<file path="config.mk">
export PLATFORM = sky130hd
export DESIGN_NAME = cmbf_top
export DESIGN_NICKNAME = d
export VERILOG_FILES = /design/src/design/cmbf_pkg.sv /design/src/design/cmbf_top.sv
export SDC_FILE = /design/constraint.sdc
export NUM_CORES = 1
export LEC_CHECK = 0
export ABC_AREA = 1
export BUFFER_PORTS_ARGS = -buffer_cell sky130_fd_sc_hd__buf_2
export CORE_MARGIN = 8
export CORE_UTILIZATION = 25
export DETAILED_ROUTE_END_ITERATION = 16
export PLACE_DENSITY = 0.44
export SLEW_MARGIN = 25
export SYNTH_ARGS = -nofsm -noshare
export SYNTH_HDL_FRONTEND = slang
export SYNTH_SLANG_ARGS = --single-unit
</file>
<file path="constraint.sdc">
create_clock -name CLK -period 4.3 [get_ports CLK]
set_input_delay 0 -clock CLK [delete_from_list [all_inputs] [get_ports CLK]]
set_output_delay 0 -clock CLK [all_outputs]
set_load 0.02 [all_outputs]
</file>
<file path="src/design/cmbf_pkg.sv">
package cmbf_pkg;

    // register byte addresses on the bus
    localparam logic [8:0] CMBF_ADR_CTRL     = 9'h000;
    localparam logic [8:0] CMBF_ADR_RX_FLAGS = 9'h004;
    localparam logic [8:0] CMBF_ADR_TX_FLAGS = 9'h008;
    localparam logic [8:0] CMBF_ADR_TX_CTRL  = 9'h00c;
    localparam logic [8:0] CMBF_ADR_ACODE    = 9'h010;
    localparam logic [8:0] CMBF_ADR_AMASK    = 9'h014;
    localparam logic [8:0] CMBF_ADR_FOREGROUND_RECEIVE_BUFFER     = 9'h040;
    localparam logic [8:0] CMBF_ADR_TXBUF    = 9'h080;
    localparam logic [8:0] CMBF_ADR_TXEND    = 9'h140;

    // message layout: 4 identifier bytes, length, 8 data bytes
    localparam int         CMBF_MSG_BYTES = 13;
    localparam logic [3:0] CMBF_LOCAL_PRIORITY_FIELD_IDX  = 4'hd;
    localparam logic [3:0] CMBF_ID_BYTES  = 4'h4;

    // control register fields
    localparam int CMBF_CTRL_MODE  = 0;
    localparam int CMBF_CTRL_LOOP  = 2;
    localparam int CMBF_CTRL_RXIE  = 4;
    localparam int CMBF_CTRL_OVRIE = 5;
    localparam int CMBF_CTRL_TXIE  = 8;

    // flag register fields
    localparam int CMBF_RXF_BIT  = 0;
    localparam int CMBF_OVR_BIT  = 1;
    localparam int CMBF_HIT_LSB  = 4;
    localparam int CMBF_ABAK_LSB = 4;

    // reset values
    localparam logic [10:0] CMBF_CTRL_RST = 11'h000;
    localparam logic [2:0]  CMBF_TXE_RST  = 3'h7;
    localparam logic [31:0] CMBF_ACC_RST  = 32'h00000000;

    typedef enum logic [1:0] {
        CMBF_FILT_32     = 2'b00,
        CMBF_FILT_16     = 2'b01,
        CMBF_FILT_8      = 2'b10,
        CMBF_FILT_CLOSED = 2'b11
    } cmbf_filt_type;

    typedef enum logic {
        CMBF_TX_IDLE   = 1'b0,
        CMBF_TX_ACTIVE = 1'b1
    } cmbf_tx_state_type;

    // byte strobe from the protocol engine while receiving
    typedef struct packed {
        logic       we;
        logic [3:0] idx;
        logic [7:0] data;
    } cmbf_rx_byte_type;

    // end of a received frame
    typedef struct packed {
        logic valid;
        logic ok;
        logic own;
    } cmbf_rx_end_type;

    // transmit progress from the protocol engine
    typedef struct packed {
        logic arb_start;
        logic done_ok;
        logic fail;
    } cmbf_tx_stat_type;

endpackage

</file>
<file path="src/design/cmbf_top.sv">
// The address map and the Wishbone interface to the registers were left to the implementer.
`timescale 1ns/1ns
module cmbf_top
    import cmbf_pkg::*;
(
    input  wire logic              CLK,
    input  wire logic              RST_N,
    input  wire logic              CYC_I,
    input  wire logic              STB_I,
    input  wire logic              WE_I,
    input  wire logic [8:0]        ADR_I,
    input  wire logic [3:0]        SEL_I,
    input  wire logic [31:0]       DAT_I,
    output logic      [31:0]       DAT_O,
    output logic                   ACK_O,
    input  wire logic              CAN_RX,
    output logic                   CAN_TX,
    output logic                   RX_LEVEL,
    input  wire logic              TX_DOMINANT,
    output logic                   ACK_ALLOW,
    input  wire cmbf_rx_byte_type  RX_BYTE,
    input  wire cmbf_rx_end_type   RX_END,
    input  wire cmbf_tx_stat_type  TX_STAT,
    output logic                   TX_REQUEST,
    input  wire logic [3:0]        TX_BYTE_IDX,
    output logic      [7:0]        TX_BYTE,
    output logic                   RX_IRQ,
    output logic                   TX_IRQ,
    output logic                   ERR_IRQ
);

    // one identifier byte against code and mask, mask one is don't care
    function automatic logic byte_match(input logic [7:0] id,
                                        input logic [7:0] code,
                                        input logic [7:0] mask);
        return ((id ^ code) & ~mask) == 8'h00;
    endfunction

    logic [7:0]        bg_mem [CMBF_MSG_BYTES];
    logic [7:0]        fg_mem [CMBF_MSG_BYTES];
    logic [7:0]        tx_mem [3][CMBF_MSG_BYTES + 1];
    logic [7:0]        id_q   [4];
    logic [10:0]       ctrl_q;
    logic [31:0]       acode_q;
    logic [31:0]       amask_q;
    logic              rxf_q;
    logic              ovr_q;
    logic              bg_full_q;
    logic [1:0]        hit_q;
    logic [1:0]        bg_hit_q;
    logic [2:0]        txe_q;
    logic [2:0]        abak_q;
    logic [2:0]        abort_request_flag_q;
    logic [1:0]        sel_q;
    cmbf_tx_state_type tx_state_q;
    logic              ack_q;
    logic [31:0]       dat_q;
    logic [31:0]       rd_d;
    logic              rx_meta_q;
    logic              rx_sync_q;
    logic              can_tx_q;
    logic [7:0]        tx_byte_q;
    cmbf_filt_type     mode;
    logic              loop_en;
    logic [3:0]        hits;
    logic              any_hit;
    logic [1:0]        hit_idx;
    logic              accepted;
    logic              copy_now;
    logic              copy_pend;
    logic              wb_req;
    logic              wb_wr;
    logic [8:0]        tx_off;
    logic              tx_hit;
    logic [1:0]        tx_b;
    logic [3:0]        tx_i;
    logic              fg_hit;
    logic [3:0]        fg_i;
    logic [2:0]        pend;
    logic [1:0]        best;
    logic              wr_rx_flags;
    logic              wr_tx_flags;

    assign mode    = cmbf_filt_type'(ctrl_q[CMBF_CTRL_MODE +: 2]);
    assign loop_en = ctrl_q[CMBF_CTRL_LOOP];

    // mode picks which code bytes meet which id bytes
    always_comb
    begin
        hits = 4'h0;
        case (mode)
            CMBF_FILT_32:
                hits[0] = byte_match(id_q[0], acode_q[7:0], amask_q[7:0])
                    & byte_match(id_q[1], acode_q[15:8], amask_q[15:8])
                    & byte_match(id_q[2], acode_q[23:16], amask_q[23:16])
                    & byte_match(id_q[3], acode_q[31:24], amask_q[31:24]);
            CMBF_FILT_16:
            begin
                hits[0] = byte_match(id_q[0], acode_q[7:0], amask_q[7:0])
                    & byte_match(id_q[1], acode_q[15:8], amask_q[15:8]);
                hits[1] = byte_match(id_q[0], acode_q[23:16], amask_q[23:16])
                    & byte_match(id_q[1], acode_q[31:24], amask_q[31:24]);
            end
            CMBF_FILT_8:
                for (int k = 0; k < 4; k++)
                    hits[k] = byte_match(id_q[0], acode_q[8*k +: 8],
                                         amask_q[8*k +: 8]);
            default:
                hits = 4'h0;
        endcase
    end

    // lowest numbered filter wins, binary coded
    always_comb
    begin
        if (hits[0])
            hit_idx = 2'h0;
        else if (hits[1])
            hit_idx = 2'h1;
        else if (hits[2])
            hit_idx = 2'h2;
        else
            hit_idx = 2'h3;
    end

    assign any_hit = |hits;

    // own frames only count in loop-back
    assign accepted = RX_END.valid & RX_END.ok & any_hit
                      & (~RX_END.own | loop_en);
    // copy only into a free foreground
    assign copy_now  = accepted & ~bg_full_q & ~rxf_q;
    assign copy_pend = bg_full_q & ~rxf_q;

    // no acknowledge for own frame outside loop-back
    assign ACK_ALLOW = (tx_state_q == CMBF_TX_IDLE) | loop_en;

    // bus slave: one-cycle registered answer, held off for one cycle after
    assign wb_req = CYC_I & STB_I & ~ack_q;
    assign wb_wr  = wb_req & WE_I;
    assign tx_off = ADR_I - CMBF_ADR_TXBUF;
    assign tx_b   = tx_off[7:6];
    assign tx_i   = tx_off[5:2];
    assign tx_hit = (ADR_I >= CMBF_ADR_TXBUF) & (ADR_I < CMBF_ADR_TXEND)
                    & (tx_i <= CMBF_LOCAL_PRIORITY_FIELD_IDX) & (ADR_I[1:0] == 2'b00);
    assign fg_i   = ADR_I[5:2];
    assign fg_hit = (ADR_I[8:6] == CMBF_ADR_FOREGROUND_RECEIVE_BUFFER[8:6])
                    & (fg_i < CMBF_LOCAL_PRIORITY_FIELD_IDX) & (ADR_I[1:0] == 2'b00);
    assign wr_rx_flags = wb_wr & SEL_I[0] & (ADR_I == CMBF_ADR_RX_FLAGS);
    assign wr_tx_flags = wb_wr & SEL_I[0] & (ADR_I == CMBF_ADR_TX_FLAGS);

    // read mux, unmapped reads return zero
    always_comb
    begin
        rd_d = 32'h00000000;
        if (tx_hit)
            rd_d[7:0] = tx_mem[tx_b][tx_i];
        else if (fg_hit)
            rd_d[7:0] = fg_mem[fg_i];
        else
            case (ADR_I)
                CMBF_ADR_CTRL:
                    rd_d[10:0] = ctrl_q;
                CMBF_ADR_RX_FLAGS:
                begin
                    rd_d[CMBF_RXF_BIT] = rxf_q;
                    rd_d[CMBF_OVR_BIT] = ovr_q;
                    rd_d[CMBF_HIT_LSB +: 2] = hit_q;
                end
                CMBF_ADR_TX_FLAGS:
                begin
                    rd_d[2:0] = txe_q;
                    rd_d[CMBF_ABAK_LSB +: 3] = abak_q;
                end
                CMBF_ADR_TX_CTRL:
                    rd_d[2:0] = abort_request_flag_q;
                CMBF_ADR_ACODE:
                    rd_d = acode_q;
                CMBF_ADR_AMASK:
                    rd_d = amask_q;
                default:
                    rd_d = 32'h00000000;
            endcase
    end

    // bus answer registers
    always_ff @(posedge CLK)
    begin
        if (!RST_N)
        begin
            ack_q <= 1'b0;
            dat_q <= 32'h00000000;
        end
        else
        begin
            ack_q <= wb_req;
            dat_q <= wb_req ? rd_d : dat_q;
        end
    end

    assign ACK_O = ack_q;
    assign DAT_O = dat_q;

    // configuration registers, byte lanes honoured on the 32-bit ones
    always_ff @(posedge CLK)
    begin
        if (!RST_N)
        begin
            ctrl_q  <= CMBF_CTRL_RST;
            acode_q <= CMBF_ACC_RST;
            amask_q <= CMBF_ACC_RST;
        end
        else if (wb_wr)
        begin
            for (int b = 0; b < 4; b++)
            begin
                if (SEL_I[b] && ADR_I == CMBF_ADR_ACODE)
                    acode_q[8*b +: 8] <= DAT_I[8*b +: 8];
                if (SEL_I[b] && ADR_I == CMBF_ADR_AMASK)
                    amask_q[8*b +: 8] <= DAT_I[8*b +: 8];
            end
            if (ADR_I == CMBF_ADR_CTRL && SEL_I[0])
                ctrl_q[7:0] <= DAT_I[7:0];
            if (ADR_I == CMBF_ADR_CTRL && SEL_I[1])
                ctrl_q[10:8] <= DAT_I[10:8];
        end
    end

    // pin sync: first stage feeds only the second
    // receive pin brought in through two flops
    always_ff @(posedge CLK)
    begin
        if (!RST_N)
        begin
            rx_meta_q <= 1'b1;
            rx_sync_q <= 1'b1;
        end
        else
        begin
            rx_meta_q <= CAN_RX;
            rx_sync_q <= rx_meta_q;
        end
    end

    assign RX_LEVEL = rx_sync_q;

    // dominant request drives pin low, recessive after reset
    always_ff @(posedge CLK)
    begin
        if (!RST_N)
            can_tx_q <= 1'b1;
        else
            can_tx_q <= ~TX_DOMINANT;
    end

    assign CAN_TX = can_tx_q;

    // incoming bytes land in background, id kept for the filter
    // background frozen while it holds a pending accepted frame
    always_ff @(posedge CLK)
    begin
        if (RX_BYTE.we && RX_BYTE.idx < CMBF_ID_BYTES)
            id_q[RX_BYTE.idx[1:0]] <= RX_BYTE.data;
        if (RX_BYTE.we && !bg_full_q && RX_BYTE.idx < CMBF_LOCAL_PRIORITY_FIELD_IDX)
            bg_mem[RX_BYTE.idx] <= RX_BYTE.data;
    end

    // foreground copy from background in one cycle
    always_ff @(posedge CLK)
    begin
        if (copy_now || copy_pend)
            for (int i = 0; i < CMBF_MSG_BYTES; i++)
                fg_mem[i] <= bg_mem[i];
    end

    // hit index follows the frame into the foreground
    always_ff @(posedge CLK)
    begin
        if (!RST_N)
        begin
            hit_q    <= 2'h0;
            bg_hit_q <= 2'h0;
        end
        else
        begin
            if (copy_now)
                hit_q <= hit_idx;
            else if (copy_pend)
                hit_q <= bg_hit_q;
            if (accepted && !bg_full_q && rxf_q)
                bg_hit_q <= hit_idx;
        end
    end

    // receive flags; a set in the clear cycle wins
    // write one clears, overrun kept while both buffers full
    always_ff @(posedge CLK)
    begin
        if (!RST_N)
        begin
            rxf_q     <= 1'b0;
            ovr_q     <= 1'b0;
            bg_full_q <= 1'b0;
        end
        else
        begin
            if (copy_now || copy_pend)
                rxf_q <= 1'b1;
            else if (wr_rx_flags && DAT_I[CMBF_RXF_BIT])
                rxf_q <= 1'b0;
            if (accepted && bg_full_q)
                ovr_q <= 1'b1;
            else if (wr_rx_flags && DAT_I[CMBF_OVR_BIT] && !bg_full_q)
                ovr_q <= 1'b0;
            if (accepted && !bg_full_q && rxf_q)
                bg_full_q <= 1'b1;
            else if (copy_pend)
                bg_full_q <= 1'b0;
        end
    end

    // software fills only empty buffers, priority at index 13
    always_ff @(posedge CLK)
    begin
        if (wb_wr && tx_hit && SEL_I[0] && txe_q[tx_b])
            tx_mem[tx_b][tx_i] <= DAT_I[7:0];
    end

    // smallest priority value among pending, lowest index on a tie
    assign pend = ~txe_q;
    always_comb
    begin
        best = 2'h0;
        for (int i = 2; i >= 0; i--)
            if (pend[i] && (!pend[best] ||
                tx_mem[i][CMBF_LOCAL_PRIORITY_FIELD_IDX] <= tx_mem[best][CMBF_LOCAL_PRIORITY_FIELD_IDX]))
                best = 2'(i);
    end

    assign TX_REQUEST = |pend;

    // selection redone on every arbitration start, failures retry
    // lost arbitration arrives as fail; frame comes in as receive
    always_ff @(posedge CLK)
    begin
        if (!RST_N)
        begin
            tx_state_q <= CMBF_TX_IDLE;
            sel_q      <= 2'h0;
        end
        else
            case (tx_state_q)
                CMBF_TX_IDLE:
                    if (TX_STAT.arb_start && |pend)
                    begin
                        sel_q      <= best;
                        tx_state_q <= CMBF_TX_ACTIVE;
                    end
                CMBF_TX_ACTIVE:
                    if (TX_STAT.done_ok || TX_STAT.fail)
                        tx_state_q <= CMBF_TX_IDLE;
                default:
                    tx_state_q <= CMBF_TX_IDLE;
            endcase
    end

    // data toward the engine comes from a flop, one cycle after the index
    always_ff @(posedge CLK)
    begin
        if (!RST_N)
            tx_byte_q <= 8'h00;
        else
            tx_byte_q <= tx_mem[sel_q][TX_BYTE_IDX];
    end

    assign TX_BYTE = tx_byte_q;

    // transmit flags per buffer; hardware sets win over software clears
    always_ff @(posedge CLK)
    begin
        if (!RST_N)
        begin
            txe_q   <= CMBF_TXE_RST;
            abak_q  <= 3'h0;
            abort_request_flag_q <= 3'h0;
        end
        else
            for (int i = 0; i < 3; i++)
            begin
                // sent frame frees its buffer, acknowledge reads zero
                if (tx_state_q == CMBF_TX_ACTIVE && TX_STAT.done_ok
                    && sel_q == 2'(i))
                begin
                    txe_q[i]   <= 1'b1;
                    abak_q[i]  <= 1'b0;
                    abort_request_flag_q[i] <= 1'b0;
                end
                // abort granted unless the buffer is on the bus
                // never release the buffer being picked for arbitration
                else if (abort_request_flag_q[i] && pend[i] &&
                         !(tx_state_q == CMBF_TX_ACTIVE && sel_q == 2'(i))
                         && !(tx_state_q == CMBF_TX_IDLE && TX_STAT.arb_start
                              && best == 2'(i)))
                begin
                    txe_q[i]   <= 1'b1;
                    abak_q[i]  <= 1'b1;
                    abort_request_flag_q[i] <= 1'b0;
                end
                else
                begin
                    if (wr_tx_flags && DAT_I[i] && txe_q[i])
                    begin
                        txe_q[i]  <= 1'b0;
                        abak_q[i] <= 1'b0;
                    end
                    // request only meaningful for a pending buffer
                    if (wb_wr && SEL_I[0] && ADR_I == CMBF_ADR_TX_CTRL
                        && DAT_I[i] && pend[i])
                        abort_request_flag_q[i] <= 1'b1;
                end
            end
    end

    // interrupt lines are level, gated by enables
    assign RX_IRQ  = rxf_q & ctrl_q[CMBF_CTRL_RXIE];
    assign ERR_IRQ = ovr_q & ctrl_q[CMBF_CTRL_OVRIE];
    assign TX_IRQ  = |(txe_q & ctrl_q[CMBF_CTRL_TXIE +: 3]);

    // helper for the priority check
    logic [7:0] sel_local_priority_field;
    assign sel_local_priority_field = tx_mem[sel_q][CMBF_LOCAL_PRIORITY_FIELD_IDX];

    a_tx_pin_level: assert property (@(posedge CLK) disable iff (!RST_N)
        TX_DOMINANT |=> !CAN_TX) else $error("dominant not driven low");
    a_rx_pin_sync: assert property (@(posedge CLK) disable iff (!RST_N)
        $past(RST_N, 3) |-> RX_LEVEL == $past(CAN_RX, 2))
        else $error("receive pin not two flops late");
    a_fg_held_full: assert property (@(posedge CLK) disable iff (!RST_N)
        rxf_q |=> $stable(fg_mem[0]) && $stable(fg_mem[12]))
        else $error("foreground overwritten while full");
    a_closed_no_rxf: assert property (@(posedge CLK) disable iff (!RST_N)
        (mode == CMBF_FILT_CLOSED && !rxf_q && !bg_full_q) |=> !rxf_q)
        else $error("closed filter set receive full");
    a_own_no_copy: assert property (@(posedge CLK) disable iff (!RST_N)
        (RX_END.valid && RX_END.own && !loop_en && !rxf_q && !bg_full_q)
        |=> !rxf_q) else $error("own frame reached foreground");
    a_overrun_sets: assert property (@(posedge CLK) disable iff (!RST_N)
        (accepted && bg_full_q) |=> ovr_q && rxf_q)
        else $error("overrun not flagged");
    a_ovr_clear_refused: assert property (@(posedge CLK) disable iff (!RST_N)
        (ovr_q && bg_full_q) |=> ovr_q) else $error("overrun cleared early");
    a_hit_on_copy: assert property (@(posedge CLK) disable iff (!RST_N)
        $changed(hit_q) |-> $rose(rxf_q)) else $error("hit index moved");
    a_txe_on_done: assert property (@(posedge CLK) disable iff (!RST_N)
        (tx_state_q == CMBF_TX_ACTIVE && TX_STAT.done_ok)
        |=> txe_q[$past(sel_q)] && !abak_q[$past(sel_q)])
        else $error("sent buffer not released");
    a_local_priority_field_select: assert property (@(posedge CLK) disable iff (!RST_N)
        (tx_state_q == CMBF_TX_IDLE && TX_STAT.arb_start && |pend)
        |=> ($past(txe_q[0]) || sel_local_priority_field <= $past(tx_mem[0][CMBF_LOCAL_PRIORITY_FIELD_IDX]))
        && ($past(txe_q[1]) || sel_local_priority_field <= $past(tx_mem[1][CMBF_LOCAL_PRIORITY_FIELD_IDX]))
        && ($past(txe_q[2]) || sel_local_priority_field <= $past(tx_mem[2][CMBF_LOCAL_PRIORITY_FIELD_IDX])))
        else $error("wrong buffer priority");
    a_active_no_abort: assert property (@(posedge CLK) disable iff (!RST_N)
        (tx_state_q == CMBF_TX_ACTIVE && !TX_STAT.done_ok && !TX_STAT.fail)
        |=> !txe_q[$past(sel_q)]) else $error("active frame released");

endmodule

</file>
# Word level (Yosys, flattened, before mapping)
# Memories as Yosys holds them, arrays and structs flattened. A register that Yosys moved wholly into a read port is not among the register bits.
# Index checks and enable logic that the tools add are counted.
[op_classes]
n_addsub = 1
mul = 0
div_mod_pow = 0
magnitude_cmp = 15
n_eq_ne = 12
shift = 0
n_mux = 61
bitwise_logic = 56
reduce_logical = 116
[ops]
columns = ["operator", "count"]
rows = [
  ["112-bit 2-to-1 mux", 1],
  ["8-bit AND", 8],
  ["8-bit binary-select mux with 4-bit select", 2],
  ["8-bit logical NOT", 8],
  ["8-bit XOR", 8],
  ["1-bit logical AND", 61],
  ["8-bit 2-to-1 mux", 7],
  ["24-bit 2-to-1 mux", 2],
  ["21-bit one-hot mux with 2 select lines", 1],
  ["8-bit demux with 4-bit select", 1],
  ["8-bit inverter", 4],
  ["1-bit 2-to-1 mux", 25],
  ["8-bit less-or-equal comparator", 3],
  ["1-bit AND", 23],
  ["2-bit AND reduction", 11],
  ["2-bit 2-to-1 mux", 10],
  ["9-bit by 4-bit == test with 1-bit output, second input constant", 2],
  ["9-bit by 5-bit == test with 1-bit output, second input constant", 2],
  ["3-bit OR reduction", 5],
  ["2-bit nonzero test", 7],
  ["2-bit one-hot mux with 6 select lines", 1],
  ["4-bit one-hot mux with 3 select lines", 1],
  ["5-bit greater-or-equal comparator, second input constant", 2],
  ["1-bit logical NOT", 10],
  ["other kinds (28)", 56],
]
[totals]
ff_bits = 138
latch_bits = 0
ram_bits = 576
mem_bits_ro = 0
inputBits = 75
elab_cells = 297
n_memories = 4
[memory_table]
columns = ["name", "depth", "width", "read_ports", "rd_ports_with_merged_regs", "write_ports", "line_no", "text"]
rows = [
  ["tx_mem", 3, 112, 7, 1, 1, "cmbf_top.sv:41", "logic [7:0] tx_mem [3][CMBF_MSG_BYTES + 1];"],
  ["bg_mem", 13, 8, 13, 0, 1, "cmbf_top.sv:39", "logic [7:0] bg_mem [CMBF_MSG_BYTES];"],
  ["fg_mem", 13, 8, 1, 0, 13, "cmbf_top.sv:40", "logic [7:0] fg_mem [CMBF_MSG_BYTES];"],
  ["id_q", 4, 8, 4, 0, 1, "cmbf_top.sv:42", "logic [7:0] id_q [4];"],
]

# Longest topological paths before layout
[logic_depth]
depth_word = 22
ltp_mapped = 39
mapped_depth_nobuf = 36

# Worst setup path before layout
# OpenSTA, ideal clock, no wires.
[synth_path]
kind = "reg2reg"
startpoint = "mem tx_mem[2][3] in the netlist's numbering"
endpoint = "reg abort_request_flag_q[2]"
setup_time_ns = 0.117
arrival_time_ns = 4.334
required_time_ns = 4.183
slack_ns = -0.150
path_stages_with_launch = 32
period_less_slack_ns = 4.450
path_cell_list = "edfxtp_1 ha_1 nand2_1 o21ai_0 nand2_1 o211ai_1 nand3_1 nand2_1 clkbuf_1 o21ai_0 ha_1 a21oi_1 o21ai_0 nand2_1 o211ai_1 o211ai_1 and2_1 clkbuf_1 inv_1 clkbuf_1 nand2_1 o21ai_0 ha_1 nand2_1 o41ai_1 nand2_1 nand3_1 nor2_1 nand2_1 nand4_1 nand2_1 nor2_1"
[synth_rtl]
columns = ["item", "line_no", "text"]
rows = [
  ["start: declaration", "cmbf_top.sv:41", ""],
  ["end signal: assignment", "cmbf_top.sv:385", "abort_request_flag_q <= 3'h0;"],
  ["end signal: indexed assignment", "cmbf_top.sv:396", "abort_request_flag_q[i] <= 1'b0;"],
  ["end signal: indexed assignment", "cmbf_top.sv:407", "abort_request_flag_q[i] <= 1'b0;"],
  ["end: declaration", "cmbf_top.sv:53", "logic [2:0] abort_request_flag_q;"],
]

==> results by group <==
Status
  – Status: finished with violations
  – Failing checks: negative setup slack

Floorplan
  – Die height: 400 um
  – Starting Density: 25.1%
  – I/O pin cnt: 123
  – Die ar.: 160000 um^2
  – Core ar.: 147000 um^2
  – # rows: 141
  – Die Wd: 400 um

CTS
  – TritonCTS buffer count: 96
  – Clock buffer depth: 3
  – CTS tree: done
  – CTS Sinks: 828
  – Clk_lat worst skew: 730 ps
  – Htree depth: 3
  – Clk slew on worst S/H paths: 60 ps
  – Clock root cell: clkbuf_16

Critical path
  – R2R setup slack: -60 ps
  – Worst reg2reg path depth: 30
  – CP peak stage delay: 440 ps
  – Crit path top cell by count: nand2_1
  – Critical Path Slowest Stage Cell: edfxtp_1
  – Worst Setup EP: abort_request_flag_q[2]
  – Crit path depth: 30
  – RR Endpoint: abort_request_flag_q[2]
  – Arr. time, crit path: 4960 ps
  – Worst Setup Path Type: reg2reg
  – Startpoint type of the worst setup path: register
  – Req. time, crit path: 4900 ps
  – Crit Path Max Fanout: 8
  – Crit path buffers/inverters: 3
  – Critical Path Start: tx_mem[2][1]
  – Worst Setup End Kind: register
  – RR Startpoint: tx_mem[2][1]
  – CP top delay family: simple AND/OR/NAND/NOR gates

Power and ir drop
  – Sw Share: 23.9%
  – Worst VDD drop: 0.305 mV
  – Register share of total power: 48.6%
  – Pleak: 15.8 nW
  – Logic gate share of total power: 5.8%
  – Switch Pwr: 4.36 mW
  – Power per Cell Area: 401 nW/um^2
  – Clock power frac: 45.6%
  – P_int: 13.9 mW

Synthesis
  – Top cells by count, synth: edfxtp_1, nand2_1, o21ai_0
  – Synthesized area: 36900 um^2
  – Most frequent cell after synthesis: edfxtp_1
  – FF+latch count, synth: 828
  – Post-synth EDFFs: 688
  – Yosys top cell area share: 56.0%
  – Seq/Total Area, Yosys: 63.6%
  – Ranking of synthesized cells by area: edfxtp_1, dfxtp_1, o21ai_0
  – Ys Warns: 0
  – Post-synth ARST share: 0%
  – Avg Cell Area, Syn: 10.5 um^2
  – Dominant synthesized flop cell: edfxtp_1
  – Synth unique cells: 44
  – Mapped Cells: 3525
  – Largest area contributor in the netlist: edfxtp_1

Placement
  – GPL Wtd Cong: 0.838
  – HPWL after detailed placement: 88000 um
  – Post-DP Area: 41100 um^2
  – I/O Buffers: 122

Routing
  – Via count: 29.3k
  – Metal3 WL: 7910 um
  – Pre-Repair DR Iteration Count: 6
  – Met1 wire length: 60400 um
  – Via-to-Cell Ratio: 4.95
  – Final WL: 134000 um
  – DRC viols: 0
  – Routed length per instance: 22.6 um
  – Top layer in use: met4
  – DR WL met2: 62400 um
  – Drt initial violations: 2461
  – Routed Antenna Nets: 0

Timing
  – RSZ-0062 raised after global routing: true
  – Max-slew violation count: 0
  – Hold WS: 26.2 ps
  – Worst slew margin: 37.3%
  – Fin. Hold Viols: 0
  – Clk_skew: 37.5 ps
  – Peak Freq: 229 MHz
  – # setup viols final: 8
  – Actual slew at the worst max-slew pin: 937 ps
  – Tmin final: 4360 ps
  – Setup ws final: -57.5 ps
  – Period utilization: 101%

Global route
  – Overflow left after global routing: 0
  – First-pass GRT wire length: 194000 um
  – GRT Total Usage: 16.2%
  – Largest net degree at the start of global routing: 124
  – Number of global-route vias before repair: 28.6k
  – Antenna violations before repair: 6

Flow run
  – Max-cap check violation count: 0

Worst hold path
  – Hold Path Class: in2reg

Layout
  – Nets: 4009
  – Fin util: 31.0%
  – Area grow syn2layout: 23.5%
  – Final instance area: 45600 um^2
  – Layout cell share with drive strength beyond 1: 13.9%
==> cell usage in the layout, fill, tap and decap left out, types with 7 or more instances in the layout <==
cell type | Yosys | layout
ha_4 | 0 | 9
nand2_2 | 0 | 10
edfxtp_1 | 688 | 688
o2111ai_1 | 7 | 7
bufinv_16 | 0 | 8
nor2_2 | 5 | 10
o22ai_1 | 20 | 20
buf_2 | 41 | 120
dlygate4sd3_1 | 0 | 77
nand2_1 | 454 | 438
clkbuf_8 | 0 | 10
ha_1 | 28 | 18
clkinv_1 | 2 | 19
conb_1 | 1 | 112
clkbuf_1 | 155 | 17
o21ai_2 | 0 | 10
buf_4 | 2 | 170
nand3_1 | 202 | 199
a221oi_1 | 8 | 8
dfxtp_1 | 140 | 138
clkinv_2 | 0 | 15
nor2_4 | 2 | 7
a31oi_1 | 7 | 7
nor3_1 | 18 | 14
nand4_1 | 33 | 33
o21ai_0 | 435 | 421
a21oi_2 | 0 | 9
inv_2 | 8 | 12
a21oi_1 | 299 | 289
a22o_1 | 13 | 13
o221ai_1 | 17 | 17
a22oi_1 | 136 | 136
o211ai_1 | 197 | 197
clkbuf_16 | 0 | 96
nor2_1 | 270 | 260
inv_1 | 284 | 276
buf_12 | 0 | 18
==> through the flow <==
stage	worst slack [ps]	setup TNS, ps	cells	total power [mW]
after detailed placement	-414	-4530	5643	10.0
after floorplan	59.1	0	3636	9.46
after CTS	-2.18	-2.18	5908	18.5
after global placement	-416	-4400	5643	10.0
final	-57.5	-214	5918	18.3
after global routing	-386	-4100	5916	18.9
==> power by group through the flow <==
stage	clock network [mW]	registers, mW	logic [mW]
2_1_floorplan	0	9.02	0.437
3_3_place_gp	0	9.03	1.00
3_5_place_dp	0	9.03	1.00
4_1_cts	8.54	8.86	1.06
5_1_grt	8.88	8.87	1.13
6_report	8.33	8.86	1.06
==> sequential cells by signal, indices dropped and copies added (netlist names), 8 cells and up, named ones only <==
| name | count |
|---|---|
| id_q | 32 |
| ctrl_q | 11 |
| fg_mem | 104 |
| amask_q | 32 |
| TX_BYTE | 8 |
| tx_mem | 448 |
| DAT_O | 32 |
| acode_q | 32 |
| bg_mem | 104 |
==> how the worst min path moves through the flow <==
| stage | from | end | slack [ps] | depth (start not counted) |
|---|---|---|---|---|
| after floorplan | TX_DOMINANT | CAN_TX | 70 | 1 |
| after global placement | TX_DOMINANT | CAN_TX | 170 | 2 |
| after detailed placement | TX_DOMINANT | CAN_TX | 170 | 2 |
| after CTS | ADR_I[7] | DAT_O[0] | 2 | 7 |
| after global routing | DAT_I[6] | tx_mem[1][30] | 40 | 2 |
| final | DAT_I[6] | tx_mem[1][30] | 30 | 2 |
==> layout make-up <==
type                    count  area, um^2
fillers                 15212      102000
repair inverters            1        6.26
multi-input cells        2298       12300
repair buffers            387        3050
inverters                 294        1120
clock buffers             123        2600
flip-flops and latches    828       23500
diodes                      2        5.00
well taps                1930        2410
clock inverters            55         633
==> worst reg2reg max path, delay by kind of cell (launching register included) <==
family                     cells  cell delay, ps
adders and majority gates      3             900
buffers and inverters          3             350
AOI/OAI and AO/OA              7             900
and+or+nand+nor               17            1670
DFF                            1             440
==> repair_timing <==
action	4_1_cts	5_1_grt
setup endpoints to repair	13	13
buffers inserted	9	7
cloned	1	1
resized for setup	54	38
hold endpoints to repair	603	0
pin swaps	17	41
hold buffers	77	0
==> layer usage <==
layer / global-route usage [%] / vias to the layer above
li1: - / 13529
met1: 22.5 / 14655
met2: 26.3 / 943
met3: 2.50 / 180
met4: 4.32 / 0
met5: 0 / -
==> cell families after synthesis <==
kind of cell	synth area share, %
fa+ha+maj	0.950
other cells	0.0102
flops	63.6
compound gates	18.8
simple gates	11.3
buf+inv	5.35
Power figures use the tool's default switching activity.
